File: src/include/dwtw_pkg.sv
// Package for the dual wiper two-wire slave: bus constants and state types.
// Assumes a 250 MHz system clock sampling both bus lines.
package dwtw_pkg;

  localparam logic [3:0] DWTW_CTRL_CODE = 4'h5;
  localparam logic [5:0] DWTW_WIPER_RST = 6'h21;
  localparam int DWTW_WIPER_W = 6;
  // Wiper data byte layout: select in [7:6], value in [5:0]
  localparam int DWTW_SEL_MSB = 7;
  localparam int DWTW_SEL_LSB = 6;
  localparam logic [1:0] DWTW_SEL_POT1 = 2'h1;
  localparam int DWTW_CODE_MSB = 7;
  localparam int DWTW_CODE_LSB = 4;
  localparam int DWTW_DSEL_MSB = 3;
  localparam int DWTW_DSEL_LSB = 1;
  localparam int DWTW_RW_BIT = 0;
  // Fastest bus rate served, and the clock rate
  localparam int DWTW_FAST_KHZ = 400;
  localparam int DWTW_CLK_KHZ = 250000;
  localparam int DWTW_MIN_OVERSAMPLE = 16;

  typedef enum {
    DWTW_IDLE,
    DWTW_CMD,
    DWTW_CMD_ACK,
    DWTW_WR_DATA,
    DWTW_WR_ACK,
    DWTW_RD_DATA,
    DWTW_RD_ACK,
    DWTW_IGNORE
  } dwtw_state_t;

  typedef struct packed {
    logic scl;
    logic sda;
  } dwtw_bus_t;

  typedef struct packed {
    logic start;
    logic stop;
    logic rise;
    logic fall;
  } dwtw_event_t;

endpackage : dwtw_pkg

File: src/core/dwtw_slave.sv
// Two-wire slave port for a dual wiper potentiometer.
// Assumes a bus master drives the clock line; data line is open drain.
//
// Notes on behaviour
// Slave only: never drives the clock line, never makes start or stop.
// Data falling while clock high is a start.
// Data rising while clock high is a stop.
// Data changes only while clock low; one bit per clock pulse.
// Bytes of eight bits, each followed by receiver acknowledge.
// Works with bus clocks up to 400 kHz.
// Acknowledge holds data low across the whole ninth clock high.
// After master not-acknowledge, slave releases data line.
// Command byte: control code, three select bits, direction bit.
// Respond only when select bits equal the select pins.
// Direction one reads, zero writes.
// Acknowledge command only on code and select match.
// All bytes shift most significant bit first.
// The receiver of a byte generates its acknowledge.
// Read returns wiper 0 then wiper 1.
// Master acknowledges to continue, or not-acknowledges and stops.
// Master writes: start, command with direction zero, then data.
// Slave acknowledges every written data byte.
// Repeated start restarts command decoding.
// Master starts only when both lines are high.
// Byte count per transfer is unlimited by the device.
// Data byte select code 01 picks wiper 1, else wiper 0.
// Bus lines ignored while port enable is high.
// Both wipers reset to tap 33.
// Each wiper is a six-bit register.
// Mismatched command: stay released until next start.
// Data byte: select in bits 7:6, value in bits 5:0.
`timescale 1ns/100ps
`default_nettype none
module dwtw_slave (
  input wire logic mclk,
  input wire logic rst_n,
  input wire logic port_en_n,
  input wire logic scl_in,
  input wire logic sda_in,
  output logic sda_out,
  output logic sda_oe,
  input wire logic dev_sel_pin_0,
  input wire logic dev_sel_pin_1,
  input wire logic dev_sel_pin_2,
  output logic [dwtw_pkg::DWTW_WIPER_W-1:0] wiper0,
  output logic [dwtw_pkg::DWTW_WIPER_W-1:0] wiper1,
  output logic busy
);
  import dwtw_pkg::*;

  // Clock must oversample the fast bus rate
  initial begin
    if (DWTW_CLK_KHZ / DWTW_FAST_KHZ < DWTW_MIN_OVERSAMPLE)
      $error("system clock too slow for fast bus mode");
  end

  typedef struct packed {
    dwtw_state_t st;
    logic seen;
    logic pe1;
    logic pe2;
    logic [7:0] sh;
    logic [2:0] cnt;
    logic rd_sel;
    logic oe;
    logic wr;
    logic [7:0] wr_byte;
    logic busy;
    logic [DWTW_WIPER_W-1:0] w0;
    logic [DWTW_WIPER_W-1:0] w1;
  } dwtw_top_st_t;

  dwtw_top_st_t st_q;
  dwtw_top_st_t st_d;
  dwtw_bus_t pins;
  dwtw_bus_t line;
  dwtw_event_t ev;
  logic srst_n;
  logic [2:0] dsel;
  logic [DWTW_WIPER_W-1:0] pot0;
  logic [DWTW_WIPER_W-1:0] pot1;
  logic [7:0] tx_byte;
  // Reset release synchroniser, kept apart since it runs on the raw reset
  logic [1:0] rsync_q;

  always_ff @(posedge mclk or negedge rst_n) begin
    if (!rst_n) begin
      rsync_q <= 2'h0;
    end else begin
      rsync_q <= {rsync_q[0], 1'b1};
    end
  end

  assign srst_n = rsync_q[1];
  assign pins = '{scl: scl_in, sda: sda_in};
  assign dsel = {dev_sel_pin_2, dev_sel_pin_1, dev_sel_pin_0};

  dwtw_sync u_sync (
    .clk(mclk),
    .rst_n(srst_n),
    .en_n(port_en_n),
    .pin_in(pins),
    .line(line),
    .ev(ev)
  );

  dwtw_wipers #(.WIDTH(DWTW_WIPER_W)) u_wipers (
    .clk(mclk),
    .rst_n(srst_n),
    .wr(st_q.wr),
    .wr_byte(st_q.wr_byte),
    .pot0(pot0),
    .pot1(pot1)
  );

  // Wiper byte read back: select field names the pot, low bits its value
  assign tx_byte = st_q.rd_sel ? {DWTW_SEL_POT1, pot1} : {2'h0, pot0};

  always_comb begin
    st_d = st_q;
    st_d.wr = 1'b0;
    st_d.w0 = pot0;
    st_d.w1 = pot1;
    // Port enable pin passes two flops before it gates the data driver
    st_d.pe1 = port_en_n;
    st_d.pe2 = st_q.pe1;
    if (ev.start) begin
      // Start or repeated start restarts decoding
      st_d.st = DWTW_CMD;
      st_d.cnt = 3'h0;
      st_d.seen = 1'b0;
      st_d.oe = 1'b0;
      st_d.busy = 1'b1;
    end else if (ev.stop) begin
      st_d.st = DWTW_IDLE;
      st_d.oe = 1'b0;
      st_d.busy = 1'b0;
    end else begin
      case (st_q.st)
        DWTW_IDLE, DWTW_IGNORE: begin
          st_d.oe = 1'b0;
        end
        DWTW_CMD, DWTW_WR_DATA: begin
          if (ev.rise) begin
            st_d.sh = {st_q.sh[6:0], line.sda};
            st_d.seen = 1'b1;
          end
          // The clock fall that ends a start carries no bit: not counted
          if (ev.fall && st_q.seen) begin
            st_d.seen = 1'b0;
            st_d.cnt = st_q.cnt + 3'h1;
            if (st_q.cnt == 3'h7) begin
              if (st_q.st == DWTW_WR_DATA) begin
                st_d.oe = 1'b1;
                st_d.wr = 1'b1;
                st_d.wr_byte = st_q.sh;
                st_d.st = DWTW_WR_ACK;
              end else if (st_q.sh[DWTW_CODE_MSB:DWTW_DSEL_LSB] ==
                           {DWTW_CTRL_CODE, dsel}) begin
                st_d.oe = 1'b1;
                st_d.st = DWTW_CMD_ACK;
              end else begin
                st_d.st = DWTW_IGNORE;
              end
            end
          end
        end
        DWTW_CMD_ACK: begin
          // Acknowledge held through the ninth clock high; on fall released for a write, first data bit driven for a read
          if (ev.fall) begin
            st_d.cnt = 3'h0;
            if (st_q.sh[DWTW_RW_BIT]) begin
              st_d.st = DWTW_RD_DATA;
              st_d.rd_sel = 1'b0;
              st_d.oe = ~tx_byte[7];
            end else begin
              st_d.st = DWTW_WR_DATA;
              st_d.oe = 1'b0;
            end
          end
        end
        DWTW_WR_ACK: begin
          if (ev.fall) begin
            st_d.oe = 1'b0;
            st_d.cnt = 3'h0;
            st_d.st = DWTW_WR_DATA;
          end
        end
        DWTW_RD_DATA: begin
          // Shift out on falling clock edges only
          if (ev.fall) begin
            st_d.cnt = st_q.cnt + 3'h1;
            if (st_q.cnt == 3'h7) begin
              st_d.oe = 1'b0;
              st_d.st = DWTW_RD_ACK;
            end else begin
              st_d.oe = ~tx_byte[3'h6 - st_q.cnt];
            end
          end
        end
        DWTW_RD_ACK: begin
          if (ev.rise) begin
            if (line.sda) begin
              st_d.st = DWTW_IGNORE;
            end else begin
              st_d.rd_sel = ~st_q.rd_sel;
            end
          end
          if (ev.fall && st_q.st == DWTW_RD_ACK) begin
            st_d.cnt = 3'h0;
            st_d.st = DWTW_RD_DATA;
            st_d.oe = ~tx_byte[7];
          end
        end
        default: begin
          st_d.st = DWTW_IDLE;
          st_d.oe = 1'b0;
        end
      endcase
    end
    // Bus released whenever the port is disabled
    if (st_q.pe2) begin
      st_d.oe = 1'b0;
    end
  end

  always_ff @(posedge mclk or negedge srst_n) begin
    if (!srst_n) begin
      st_q <= '{st: DWTW_IDLE, seen: 1'b0, pe1: 1'b1, pe2: 1'b1,
                sh: 8'h00, cnt: 3'h0, rd_sel: 1'b0, oe: 1'b0, wr: 1'b0,
                wr_byte: 8'h00, busy: 1'b0, w0: DWTW_WIPER_RST,
                w1: DWTW_WIPER_RST};
    end else begin
      st_q <= st_d;
    end
  end

  // Open drain: only ever pulls low; clock line has no driver at all
  assign sda_out = 1'b0;
  assign sda_oe = st_q.oe;
  assign wiper0 = st_q.w0;
  assign wiper1 = st_q.w1;
  assign busy = st_q.busy;

endmodule : dwtw_slave
`default_nettype wire

File: src/core/dwtw_sync.sv
// Two-flop synchroniser for the bus lines plus condition detection.
// Assumes raw pin levels from outside the clock domain.
`timescale 1ns/100ps
`default_nettype none
module dwtw_sync (
  input wire logic clk,
  input wire logic rst_n,
  input wire logic en_n,
  input wire dwtw_pkg::dwtw_bus_t pin_in,
  output dwtw_pkg::dwtw_bus_t line,
  output dwtw_pkg::dwtw_event_t ev
);
  import dwtw_pkg::*;

  typedef struct packed {
    dwtw_bus_t s1;
    dwtw_bus_t s2;
    logic en_n1;
    logic en_n2;
    dwtw_bus_t prev;
    dwtw_event_t ev;
  } dwtw_sync_st_t;

  dwtw_sync_st_t st_q;
  dwtw_sync_st_t st_d;
  dwtw_bus_t cur;

  always_comb begin
    st_d = st_q;
    st_d.s1 = pin_in;
    st_d.s2 = st_q.s1;
    st_d.en_n1 = en_n;
    st_d.en_n2 = st_q.en_n1;
    // Disabled port looks like an idle bus
    cur = st_q.en_n2 ? 2'h3 : st_q.s2;
    st_d.prev = cur;
    st_d.ev.start = st_q.prev.scl & cur.scl & st_q.prev.sda & ~cur.sda;
    st_d.ev.stop = st_q.prev.scl & cur.scl & ~st_q.prev.sda & cur.sda;
    st_d.ev.rise = ~st_q.prev.scl & cur.scl;
    st_d.ev.fall = st_q.prev.scl & ~cur.scl;
  end

  always_ff @(posedge clk or negedge rst_n) begin
    if (!rst_n) begin
      st_q <= '{s1: 2'h3, s2: 2'h3, en_n1: 1'b1, en_n2: 1'b1,
                prev: 2'h3, ev: 4'h0};
    end else begin
      st_q <= st_d;
    end
  end

  assign line = st_q.prev;
  assign ev = st_q.ev;

endmodule : dwtw_sync
`default_nettype wire

File: src/core/dwtw_wipers.sv
// Pair of wiper position registers with a byte-wise write port.
// Assumes one-cycle write strobes from the serial engine.
`timescale 1ns/100ps
`default_nettype none
module dwtw_wipers #(
  parameter int WIDTH = dwtw_pkg::DWTW_WIPER_W
) (
  input wire logic clk,
  input wire logic rst_n,
  input wire logic wr,
  input wire logic [7:0] wr_byte,
  output logic [WIDTH-1:0] pot0,
  output logic [WIDTH-1:0] pot1
);
  import dwtw_pkg::*;

  initial begin
    if (WIDTH != DWTW_WIPER_W) $error("wiper width must be 6");
  end

  typedef struct packed {
    logic [WIDTH-1:0] p0;
    logic [WIDTH-1:0] p1;
  } dwtw_wip_st_t;

  dwtw_wip_st_t st_q;
  dwtw_wip_st_t st_d;

  always_comb begin
    st_d = st_q;
    if (wr) begin
      if (wr_byte[DWTW_SEL_MSB:DWTW_SEL_LSB] == DWTW_SEL_POT1) begin
        st_d.p1 = wr_byte[WIDTH-1:0];
      end else begin
        st_d.p0 = wr_byte[WIDTH-1:0];
      end
    end
  end

  always_ff @(posedge clk or negedge rst_n) begin
    if (!rst_n) begin
      st_q <= '{p0: DWTW_WIPER_RST, p1: DWTW_WIPER_RST};
    end else begin
      st_q <= st_d;
    end
  end

  assign pot0 = st_q.p0;
  assign pot1 = st_q.p1;

endmodule : dwtw_wipers
`default_nettype wire

File: config.mk
export PLATFORM = sky130hd
export DESIGN_NAME = dwtw_slave
export DESIGN_NICKNAME = d
export VERILOG_FILES = /design/src/include/dwtw_pkg.sv /design/src/core/dwtw_slave.sv /design/src/core/dwtw_sync.sv /design/src/core/dwtw_wipers.sv
export SDC_FILE = /design/constraint.sdc
export NUM_CORES = 1
export LEC_CHECK = 0
export BUFFER_PORTS_ARGS = -buffer_cell sky130_fd_sc_hd__buf_4
export CAP_MARGIN = 20
export CORE_MARGIN = 2
export CORE_UTILIZATION = 60
export DETAILED_ROUTE_END_ITERATION = 16
export PLACE_DENSITY = 0.81
export SYNTH_ARGS = -nofsm -noshare
export SYNTH_HDL_FRONTEND = slang
export SYNTH_SLANG_ARGS = --single-unit
File: constraint.sdc
create_clock -name mclk -period 4.1 [get_ports mclk]
set_input_delay 0.205 -clock mclk [delete_from_list [all_inputs] [get_ports mclk]]
set_output_delay 0.205 -clock mclk [all_outputs]
set_load 0.05 [all_outputs]
==> results of run 1 <==
==> sequential cells by signal (all words and copies together) (netlist names) <==
register	count
busy	1
rsync_q	2
sda_oe	1
st_q	25
u_sync.ev	4
u_sync.line	2
u_sync.st_d	3
u_sync.st_q	3
u_wipers.pot0	6
u_wipers.pot1	6
wiper0	6
wiper1	6
==> metrics by stage <==
stage / instance area, µm² / hold slack [ns]
2_1_floorplan: 2900 / -0.0906
3_3_place_gp: 2980 / -0.0128
3_5_place_dp: 2980 / -0.0116
4_1_cts: 3260 / 0.163
5_1_grt: 3260 / 0.167
6_report: 3260 / 0.183
==> power groups by stage <==
stage | sequential, mW | clock [mW] | combinational [mW]
2_1_floorplan | 0.783 | 0 | 0.348
3_3_place_gp | 0.831 | 0 | 0.348
3_5_place_dp | 0.836 | 0 | 0.354
4_1_cts | 0.826 | 0.665 | 0.365
5_1_grt | 0.844 | 0.687 | 0.405
6_report | 0.829 | 0.655 | 0.366
==> cells by family (layout without fill, tap and decap cells) <==
| family | after synthesis | after routing | synth area share [%] |
|---|---|---|---|
| AO/OA/AOI/OAI | 33 | 33 | 7.86 |
| other | 2 | 2 | 0.259 |
| multiplexers | 33 | 33 | 13.6 |
| buffers and inverters | 29 | 50 | 6.35 |
| adder cells (fa/ha/maj) | 3 | 3 | 1.30 |
| XOR/XNOR | 5 | 5 | 1.51 |
| flip-flops | 65 | 65 | 56.8 |
| AND/OR/NAND/NOR | 59 | 59 | 12.3 |
==> layer usage <==
metal	GRT usage (%)	routed length, µm	up-vias
met5	0	0	-
met4	10.7	91	0
met3	6.17	278	12
met2	30.6	2320	58
met1	27.1	2190	870
li1	-	-	823
==> critical path, stage by stage (launching register included) <==
cell and delay [ns]:
sky130_fd_sc_hd__dfrtp_1 0.48, sky130_fd_sc_hd__ha_1 0.19, sky130_fd_sc_hd__ha_1 0.16, sky130_fd_sc_hd__and4bb_1 0.23, sky130_fd_sc_hd__a311oi_1 0.33, sky130_fd_sc_hd__o21ai_2 0.15, sky130_fd_sc_hd__a31oi_1 0.18, sky130_fd_sc_hd__o31ai_1 0.08
==> final cells by class <==
type                    instances  area, µm²  share of cell area [%]
clock buffers                  10        128                    3.92
clock inverters                 6        115                    3.53
inverters                       8       30.0                   0.921
multi-input cells             135       1070                    32.7
flip-flops and latches         65       1650                    50.6
well taps                      54       67.6                    2.07
repair buffers                 26        205                    6.30
==> cells in the final DEF (no fill, tap or decap), types with 2 or more instances in the layout <==
cell type / count
sky130_fd_sc_hd__a211oi_1: 3
sky130_fd_sc_hd__a21o_1: 2
sky130_fd_sc_hd__a21oi_1: 4
sky130_fd_sc_hd__a31oi_1: 2
sky130_fd_sc_hd__and2_1: 2
sky130_fd_sc_hd__and3_1: 3
sky130_fd_sc_hd__buf_4: 22
sky130_fd_sc_hd__bufinv_16: 3
sky130_fd_sc_hd__clkbuf_8: 9
sky130_fd_sc_hd__conb_1: 2
sky130_fd_sc_hd__dfrtp_1: 48
sky130_fd_sc_hd__dfstp_2: 16
sky130_fd_sc_hd__dlygate4sd3_1: 4
sky130_fd_sc_hd__ha_1: 3
sky130_fd_sc_hd__inv_1: 7
sky130_fd_sc_hd__mux2_1: 13
sky130_fd_sc_hd__mux2_2: 12
sky130_fd_sc_hd__mux2i_1: 6
sky130_fd_sc_hd__mux4_1: 2
sky130_fd_sc_hd__nand2_1: 10
sky130_fd_sc_hd__nand2b_1: 7
sky130_fd_sc_hd__nand3_1: 2
sky130_fd_sc_hd__nor2_1: 12
sky130_fd_sc_hd__nor2b_1: 4
sky130_fd_sc_hd__nor3_1: 2
sky130_fd_sc_hd__nor3b_1: 2
sky130_fd_sc_hd__o21ai_0: 3
sky130_fd_sc_hd__o21ai_1: 6
sky130_fd_sc_hd__o22ai_1: 2
sky130_fd_sc_hd__o31ai_1: 2
sky130_fd_sc_hd__or4_1: 2
sky130_fd_sc_hd__xor2_1: 5
==> worst paths after layout <==
check                               startpoint        endpoint  slack, ns  depth (start not counted)
worst min register to register  u_sync.st_d[8]  u_sync.st_q[8]       0.36                          0
worst min-delay path                     rst_n      rsync_q[1]       0.18                          2
min in group mclk               u_sync.st_d[8]  u_sync.st_q[8]       0.36                          0
worst max-delay path                  st_q[24]        st_q[38]       2.18                          7
worst max register to register        st_q[24]        st_q[38]       2.18                          7
max in group asynchronous           rsync_q[1]    u_sync.ev[2]       3.17                          1
==> repair_timing <==
| action | in CTS | in global routing |
|---|---|---|
| endpoints found under the hold margin | 5 | 0 |
| setup endpoints to repair | 0 | 0 |
| hold buffers | 4 | 0 |
==> qor.csv, run 1 <==
stage,metric,value,unit
die,Initial Util,61.7,%
route,number of nets with antenna violations after detailed routing,0,
layout,Post-layout nets,256,
pwr,Total Power,1.85,mW
clock_network,number of buffers on the longest clock path,2,
logic_synthesis,top-area cell type share of the netlist area,42.3,%
placement,buffers added on ports,21,
logic_synthesis,cell accounting for the most synthesized area,sky130_fd_sc_hd__dfrtp_1,
setup_path,worst endpoint data arrival time,2.14,ns
route,vias post-DR,1763,
grt,GRT Total Usage,20.5,%
placement,placer's final routability congestion estimate,0.856,
layout,final std cells w/o fill,304,
setup_path,CP max FO,7,
pwr,switching fraction of total power,30.7,%
grt,vias in the first global route,1724,
layout,Final Util,69.5,%
die,Die Outline Area,5400,µm²
die,die span in y,73.5,µm
die,die extent in x,73.5,µm
logic_synthesis,Post-Syn Area per Cell,12.6,µm²
setup_path,Critical Setup Path Class,flop to flop,
logic_synthesis,number of storage elements in the synthesis netlist,65,
grt,largest net degree at the start of global routing,64,
pwr,Clock power frac,35.4,%
worst_hold_path,Hold/Removal Path Class,input pin to async pin,
logic_synthesis,Post-synth EDFFs,0,
logic_synthesis,Synthesis Warnings,0,
pwr,sequential power share,44.8,%
pwr,worst vdd rail ir drop,361,µV
grt,residual overflow from global routing,0,
clock_network,total clock buffers created by CTS,9,
logic_synthesis,library cells used by synthesis,55,
pwr,leakage component of the power,1.56,nW
clock_network,CTS HTree Levels,3,
logic_synthesis,share of synthesized area occupied by flip-flops and latches,56.8,%
timing,Period minus WS final,1.92,ns
pwr,Power Internal,1.28,mW
timing,highest attainable clock frequency,0.520,GHz
clock_network,library cell used as clock root buffer,sky130_fd_sc_hd__clkbuf_8,
setup_path,worst path required time,4.32,ns
logic_synthesis,Synth Flop Type,sky130_fd_sc_hd__dfrtp_1,
logic_synthesis,top cell types by occurrence after synthesis,"49 x sky130_fd_sc_hd__dfrtp_1, 16 x sky130_fd_sc_hd__dfstp_2, 15 x sky130_fd_sc_hd__buf_4",
outcome,result of the run,completed,
logic_synthesis,share of synthesized registers carrying an async set or reset,100,%
clock_network,number of buffers inserted to repair setup after CTS,0,
logic_synthesis,Cells after Synth,229,
die,area of the core,4690,µm²
die,number of placement rows,25,
timing,Fin Setup TNS,0,ns
clock_network,Worst-Skew Late Latency,0.33,ns
timing,setup repair after global routing missed its margin,no,
route,iteration-0 DRC count of the detailed router,129,
timing,transition time of the tightest slew-check pin,0.791,ns
timing,fraction of the cycle the final worst path needs,46.9,%
timing,worst setup slack after layout,2.18,ns
layout,share of post-route cells with drive strength above 1,30.0,%
timing,setup clock skew after layout,0.00977,ns
clock_network,post-CTS sizing,0,
logic_synthesis,synthesized area,2900,µm²
route,Residual DRC,0,
layout,relative area change from synthesis to final layout,12.5,%
pwr,part of the power in combinational logic,19.8,%
route,DR vias/cell,5.80,
timing,final setup violation count,0,
layout,fill count,321,
grt,number of antenna violations at the first check in global routing,0,
placement,Detail Placement HPWL,3190,µm
die,number of primary I/O pins,23,
layout,antenna diode count,0,
pwr,net switching component of the power,0.567,mW
pwr,power density over cell area,568,nW/µm²
route,wire length after detailed routing,4880,µm
logic_synthesis,most instantiated library cell after synthesis,sky130_fd_sc_hd__dfrtp_1,
placement,DP Worst Slack,2.21,ns
logic_synthesis,Syn Nets,240,
setup_path,sort of element at the start of the critical path,flop,
job,number of violations of the max-capacitance limit,0,
clock_network,CTS tree,built,
clock_network,number of clock sinks,65,
clock_network,Worst-path clk slew,0.07,ns
timing,Final Hold Fails,0,
logic_synthesis,top area cells in the synthesized netlist,"sky130_fd_sc_hd__dfrtp_1 42%, sky130_fd_sc_hd__dfstp_2 15%, sky130_fd_sc_hd__mux2_1 5.1%",
placement,placed insts,284,
timing,Worst slew margin,46.7,%
timing,Max Slew Vio Count,0,
setup_path,element type at the critical path end,flop,
route,routed len/inst,16.0,µm
route,count of TritonRoute iterations in the first routing pass,4,
grt,global-route wire length before repair,8110,µm
No activity file was read; power rests on OpenSTA's default activity.
==> run 2: changes to the inputs <==
--- a/config.mk
+++ b/config.mk
@@ -5,12 +5,13 @@
 export SDC_FILE = /design/constraint.sdc
 export NUM_CORES = 1
 export LEC_CHECK = 0
+export ABC_AREA = 1
 export BUFFER_PORTS_ARGS = -buffer_cell sky130_fd_sc_hd__buf_4
 export CAP_MARGIN = 20
 export CORE_MARGIN = 2
-export CORE_UTILIZATION = 60
+export CORE_UTILIZATION = 53
 export DETAILED_ROUTE_END_ITERATION = 16
-export PLACE_DENSITY = 0.81
+export PLACE_DENSITY = 0.76
 export SYNTH_ARGS = -nofsm -noshare
 export SYNTH_HDL_FRONTEND = slang
 export SYNTH_SLANG_ARGS = --single-unit
==> constraint.sdc (replaced) <==
create_clock -name mclk -period 1.58 [get_ports mclk]
set_input_delay 0.079 -clock mclk [delete_from_list [all_inputs] [get_ports mclk]]
set_output_delay 0.079 -clock mclk [all_outputs]
set_load 0.05 [all_outputs]
==> qor.csv, run 2 <==
stage,metric,value,unit
outcome,result of the run,completed,
layout,relative area change from synthesis to final layout,22.5,%
setup_path,element type at the critical path end,flop,
clock_network,Worst-path clk slew,0.08,ns
placement,buffers added on ports,21,
setup_path,cell count of the worst reg-to-reg path,10,
timing,worst hold slack,0.0434,ns
clock_network,number of clock sinks,65,
route,count of TritonRoute iterations in the first routing pass,4,
setup_path,buffers and inverters on the worst path,4,
timing,setup repair after global routing missed its margin,yes,
logic_synthesis,library cells used by synthesis,30,
die,number of placement rows,26,
timing,Fin Setup TNS,0,ns
setup_path,Critical Setup Path Class,flop to flop,
clock_network,library cell used as clock root buffer,sky130_fd_sc_hd__clkbuf_8,
logic_synthesis,top cell types by occurrence after synthesis,"82 x sky130_fd_sc_hd__nand2_1, 49 x sky130_fd_sc_hd__dfrtp_1, 45 x sky130_fd_sc_hd__inv_1",
route,iteration-0 DRC count of the detailed router,201,
worst_hold_path,Hold/Removal Path Class,input pin to async pin,
logic_synthesis,share of synthesized area occupied by flip-flops and latches,57.4,%
route,DR vias/cell,5.07,
layout,"commonest non-fill, non-tap cell in the layout",sky130_fd_sc_hd__nand2_1,
setup_path,critical path cell sequence,ha_2 -> ha_4 -> inv_4 -> nor2_4 -> inv_2 -> nor3_4 -> buf_12 -> clkbuf_16 -> nor2_4 -> a21oi_2,
placement,instance area at placement,3110,µm²
setup_path,Worst path max stage delay,0.38,ns
grt,residual overflow from global routing,0,
timing,final setup violation count,0,
clock_network,CTS tree,built,
clock_network,number of buffers on the longest clock path,2,
die,Initial Util,55.4,%
pwr,power density over cell area,1230,nW/µm²
grt,largest net degree at the start of global routing,64,
setup_path,sort of element at the start of the critical path,flop,
logic_synthesis,Post-Syn Area per Cell,8.90,µm²
logic_synthesis,most instantiated library cell after synthesis,sky130_fd_sc_hd__nand2_1,
timing,highest attainable clock frequency,0.638,GHz
layout,sequential cell area,1650,µm²
layout,number of flip-flops under the largest register name,25,
logic_synthesis,top area cells in the synthesized netlist,"sky130_fd_sc_hd__dfrtp_1 43%, sky130_fd_sc_hd__dfstp_2 15%, sky130_fd_sc_hd__nand2_1 11%",
setup_path,cell occurring most often along the worst timing path,sky130_fd_sc_hd__nor2_4,
grt,global-route wire length before repair,8950,µm
setup_path,worst path required time,1.87,ns
logic_synthesis,Synth Flop Type,sky130_fd_sc_hd__dfrtp_1,
logic_synthesis,Synthesis Warnings,0,
die,die span in y,77.5,µm
timing,fraction of the cycle the final worst path needs,99.2,%
layout,Post-layout nets,369,
logic_synthesis,Syn Nets,333,
layout,most used cells in the layout excluding fill and tap cells,"76 x sky130_fd_sc_hd__nand2_1, 47 x sky130_fd_sc_hd__dfrtp_1, 42 x sky130_fd_sc_hd__inv_1, 34 x sky130_fd_sc_hd__buf_4, 22 x sky130_fd_sc_hd__o21ai_0",
logic_synthesis,Cells after Synth,322,
logic_synthesis,top-area cell type share of the netlist area,42.8,%
pwr,worst vdd rail ir drop,841,µV
job,number of violations of the max-capacitance limit,0,
layout,fill count,404,
die,die extent in x,77.5,µm
layout,share of post-route cells with drive strength above 1,28.7,%
setup_path,family of cells with the greatest summed delay on the critical path,flip-flops,
layout,total area of multi-input combinational cells,982,µm²
setup_path,"Max stage delay cell, worst path",sky130_fd_sc_hd__dfrtp_1,
logic_synthesis,cell accounting for the most synthesized area,sky130_fd_sc_hd__dfrtp_1,
placement,placer's final routability congestion estimate,0.883,
die,area of the core,5170,µm²
clock_network,CTS HTree Levels,3,
route,wire length after detailed routing,5580,µm
die,number of primary I/O pins,23,
logic_synthesis,Post-synth EDFFs,0,
setup_path,stages on the worst setup path,10,
route,vias post-DR,2194,
grt,number of antenna violations at the first check in global routing,0,
die,Die Outline Area,6010,µm²
timing,setup clock skew after layout,0.0109,ns
logic_synthesis,number of storage elements in the synthesis netlist,65,
clock_network,total clock buffers created by CTS,9,
grt,GRT Total Usage,19.6,%
layout,post-route standard cell area excluding fillers,3510,µm²
layout,register with the most flip-flops,st_q,
pwr,leakage component of the power,1.76,nW
timing,Period minus WS final,1.57,ns
route,number of nets with antenna violations after detailed routing,0,
placement,Detail Placement HPWL,3720,µm
route,routed len/inst,12.9,µm
logic_synthesis,synthesized area,2870,µm²
clock_network,Worst-Skew Late Latency,0.35,ns
setup_path,worst endpoint data arrival time,1.85,ns
grt,vias in the first global route,2002,
timing,Max Slew Vio Count,0,
setup_path,CP max FO,4,
route,Residual DRC,0,
layout,antenna diode count,0,
timing,Final Hold Fails,0,
logic_synthesis,share of synthesized registers carrying an async set or reset,100,%
layout,Final Util,67.9,%
run 2: cell count changes after synthesis, moves of 7 or more:
cell	change
sky130_fd_sc_hd__nand2_1	+72
sky130_fd_sc_hd__o21ai_0	+27
sky130_fd_sc_hd__nand3_1	+14
sky130_fd_sc_hd__inv_1	+38
sky130_fd_sc_hd__mux2_1	-13
sky130_fd_sc_hd__nand2b_1	-7
sky130_fd_sc_hd__mux2_2	-12
sky130_fd_sc_hd__nor2_1	+9
sky130_fd_sc_hd__a21oi_1	+7
run 2: worst register-to-register path, delay by kind of cell (launching register included):
kind | cells | cell delay, ns
AOI/OAI and AO/OA | 1 | 0.09
adders and majority gates | 2 | 0.35
buffers and inverters | 4 | 0.38
DFF | 1 | 0.38
and+or+nand+nor | 3 | 0.31
run 2: cell families after synthesis:
| family | share of synthesized area (%) |
|---|---|
| AND/OR/NAND/NOR | 20.3 |
| buffers and inverters | 11.0 |
| flip-flops | 57.4 |
| AO/OA/AOI/OAI | 9.12 |
| adder cells (fa/ha/maj) | 1.31 |
| other | 0.262 |
| XOR/XNOR | 0.306 |
| multiplexers | 0.349 |
run 2: repair_timing:
item / 4_1_cts / 5_1_grt
setup buffers: 0 / 4
resized for setup: 0 / 34
hold endpoints to repair: 5 / 0
hold buffers: 4 / 0
endpoints found under the setup margin: 0 / 21
run 2: where the power goes:
part | total [mW] | internal [mW] | switching [mW]
Clock | 1.33 | 0.633 | 0.694
Combinational | 0.960 | 0.374 | 0.586
Sequential | 2.04 | 1.85 | 0.191
Total | 4.33 | 2.86 | 1.47
run 2: per-layer routing:
metal / wire length, µm / share of wire, % / vias up / track usage, %
li1: - / - / 1080 / -
met1: 2490 / 45 / 1045 / 26.3
met2: 2660 / 48 / 57 / 28.7
met3: 309 / 5.5 / 12 / 6.28
met4: 127 / 2.3 / 0 / 9.64
met5: 0 / 0 / - / 0
run 2: final cells by class:
type / count / share of cell area [%]
Timing Repair Buffer: 44 / 12.1
Clock buffer: 10 / 3.92
Clock inverter: 6 / 1.43
Inverter: 47 / 5.10
Sequential cell: 65 / 47.0
Multi-Input combinational cell: 191 / 28.0
Tap cell: 70 / 2.49
run 2: worst paths after layout:
path	startpoint	to	slack, ns
min in group mclk	u_sync.st_d[6]	u_sync.st_q[6]	0.36
setup / recovery	st_q[25]	st_q[19]	0.01
hold reg to reg	rsync_q[1]	st_q[33]	0.27
max in group asynchronous	rsync_q[1]	u_sync.st_d[6]	0.98
hold / removal	rst_n	rsync_q[1]	0.04
setup reg to reg	st_q[25]	st_q[19]	0.01
run 2: per-stage QoR:
step	power [mW]	cells	setup WS, ns
final	4.33	433	0.0133
after floorplan	2.65	322	0.00800
after CTS	4.28	427	0.0201
after detailed placement	2.94	407	0.0309
after global routing	4.62	433	-0.0741
after global placement	2.90	407	0.0740
==> run 3: changes to the inputs <==
==> constraint.sdc (replaced) <==
create_clock -name mclk -period 1.3 [get_ports mclk]
set_input_delay 0.065 -clock mclk [delete_from_list [all_inputs] [get_ports mclk]]
set_output_delay 0.065 -clock mclk [all_outputs]
set_load 0.05 [all_outputs]
==> qor.csv, run 3 (synthesis results as in run 2) <==
stage,metric,value,unit
timing,worst setup slack after layout,-0.191,ns
timing,Period minus WS final,1.49,ns
layout,register with the most flip-flops,st_q,
route,vias post-DR,2272,
setup_path,CP max FO,5,
pwr,Power Internal,4.45,mW
timing,worst hold slack,0.0353,ns
setup_path,Worst R2R Setup Slack,-0.19,ns
route,Residual DRC,0,
layout,relative area change from synthesis to final layout,31.9,%
setup_path,Worst path max stage delay,0.45,ns
pwr,leakage component of the power,1.89,nW
outcome,result of the run,"complete, but fails checks",
layout,most used cells in the layout excluding fill and tap cells,"78 x sky130_fd_sc_hd__nand2_1, 56 x sky130_fd_sc_hd__buf_4, 45 x sky130_fd_sc_hd__dfrtp_1, 39 x sky130_fd_sc_hd__inv_1, 23 x sky130_fd_sc_hd__o21ai_0",
layout,fill count,373,
timing,highest attainable clock frequency,0.671,GHz
pwr,net switching component of the power,1.90,mW
layout,antenna diode count,0,
die,Initial Util,55.4,%
clock_network,Worst-path clk slew,0.07,ns
worst_hold_path,Hold/Removal Path Class,input pin to async pin,
setup_path,sort of element at the start of the critical path,flop,
timing,setup repair after global routing missed its margin,yes,
setup_path,family of cells with the greatest summed delay on the critical path,flip-flops,
pwr,switching fraction of total power,30.0,%
die,area of the core,5170,µm²
timing,Max Slew Vio Count,0,
setup_path,worst path required time,1.58,ns
outcome,failing checks,negative setup slack,
setup_path,stages on the worst setup path,9,
layout,total area of multi-input combinational cells,1040,µm²
die,number of placement rows,26,
layout,final std cells w/o fill,457,
route,iteration-0 DRC count of the detailed router,276,
timing,setup clock skew after layout,0.00884,ns
layout,number of flip-flops under the largest register name,25,
setup_path,worst endpoint data arrival time,1.78,ns
clock_network,library cell used as clock root buffer,sky130_fd_sc_hd__clkbuf_8,
grt,largest net degree at the start of global routing,64,
layout,Post-layout nets,393,
placement,buffers added on ports,21,
grt,GRT Total Usage,21.5,%
pwr,Clock power frac,34.4,%
die,number of primary I/O pins,23,
pwr,worst vdd rail ir drop,1180,µV
setup_path,element type at the critical path end,flop,
timing,Final Hold Fails,0,
route,number of nets with antenna violations after detailed routing,0,
layout,"commonest non-fill, non-tap cell in the layout",sky130_fd_sc_hd__nand2_1,
timing,fraction of the cycle the final worst path needs,115,%
placement,placed insts,427,
clock_network,CTS tree,built,
placement,DP Worst Slack,-0.178,ns
clock_network,number of buffers on the longest clock path,2,
setup_path,"Max stage delay cell, worst path",sky130_fd_sc_hd__dfrtp_1,
layout,share of post-route cells with drive strength above 1,35.9,%
route,DR vias/cell,4.97,
clock_network,total clock buffers created by CTS,9,
grt,number of antenna violations at the first check in global routing,0,
setup_path,buffers and inverters on the worst path,2,
die,Die Outline Area,6010,µm²
pwr,part of the power in combinational logic,27.0,%
clock_network,CTS HTree Levels,3,
route,count of TritonRoute iterations in the first routing pass,4,
setup_path,Critical Setup Path Class,flop to flop,
pwr,sequential power share,38.5,%
setup_path,worst reg2reg path endpoint,st_q[38],
setup_path,cell count of the worst reg-to-reg path,9,
job,number of violations of the max-capacitance limit,0,
grt,vias in the first global route,2219,
clock_network,Worst-Skew Late Latency,0.34,ns
pwr,Total Power,6.35,mW
die,die span in y,77.5,µm
placement,placer's final routability congestion estimate,0.913,
route,wire length after detailed routing,5900,µm
route,routed len/inst,12.9,µm
pwr,power density over cell area,1680,nW/µm²
layout,sequential cell area,1650,µm²
grt,residual overflow from global routing,0,
timing,final setup violation count,25,
placement,Detail Placement HPWL,3780,µm
clock_network,number of clock sinks,65,
layout,post-route standard cell area excluding fillers,3780,µm²
setup_path,worst setup path endpoint,st_q[38],
setup_path,timing startpoint of the critical path,st_q[38],
setup_path,Critical R2R Launch,st_q[38],
die,die extent in x,77.5,µm
placement,instance area at placement,3280,µm²
grt,global-route wire length before repair,9940,µm
setup_path,critical path cell sequence,buf_4 -> nand2_2 -> nor2_4 -> nor3_1 -> buf_4 -> a21oi_1 -> o21ai_1 -> nand2_1 -> nand2_1,
[run 3: cell count changes in the layout (fill, tap and decap cells not counted), moves of 3 or more]
cell	previous run	this run
sky130_fd_sc_hd__buf_6	0	5
sky130_fd_sc_hd__bufinv_16	0	3
sky130_fd_sc_hd__inv_2	4	7
sky130_fd_sc_hd__inv_1	42	39
sky130_fd_sc_hd__buf_4	34	56
[run 3: layout make-up]
cell class / count / share of cell area, %
clock inverter: 5 / 2.85
tap: 70 / 2.32
clock buffer: 11 / 4.01
timing repair buffer: 68 / 14.9
sequential: 65 / 43.7
inverter: 47 / 4.73
multi-input combinational: 191 / 27.5
[run 3: repair_timing]
item / 4_1_cts / 5_1_grt
setup endpoints to repair: 25 / 26
buffers inserted: 5 / 3
pin swaps: 6 / 7
gates cloned: 1 / 1
resized for setup: 31 / 12
hold buffers: 4 / 0
endpoints found under the hold margin: 5 / 0
[run 3: power groups by stage]
stage	sequential (mW)	combinational [mW]	clock, mW
floorplan	2.51	0.764	0
global placement	2.47	1.36	0
detailed placement	2.48	1.40	0
CTS	2.45	1.66	2.22
global route	2.48	1.91	2.33
finish	2.45	1.72	2.19
[run 3: worst min path at each step]
stage,slack [ns],end,depth (start not counted)
after floorplan,-0.23,rsync_q[0],0
after global placement,-0.15,rsync_q[0],1
after detailed placement,-0.15,rsync_q[0],1
after CTS,0.02,rsync_q[1],2
after global routing,0.02,rsync_q[1],2
final,0.04,rsync_q[1],2
[run 3: per-layer routing]
layer	vias to the layer above	track usage [%]	part of all wire, %
met5	-	0	0
met4	0	10.7	2.8
met3	17	5.35	4.2
met2	61	33.8	49
met1	1069	28.0	44
li1	1125	-	-
[run 3: per-stage QoR]
stage | TNS, ns | util, %
floorplan | -1.63 | -
global placement | -2.42 | 63.4
detailed placement | -2.92 | 63.4
CTS | -1.79 | 71.9
global route | -4.68 | 73.1
finish | -2.36 | 73.1
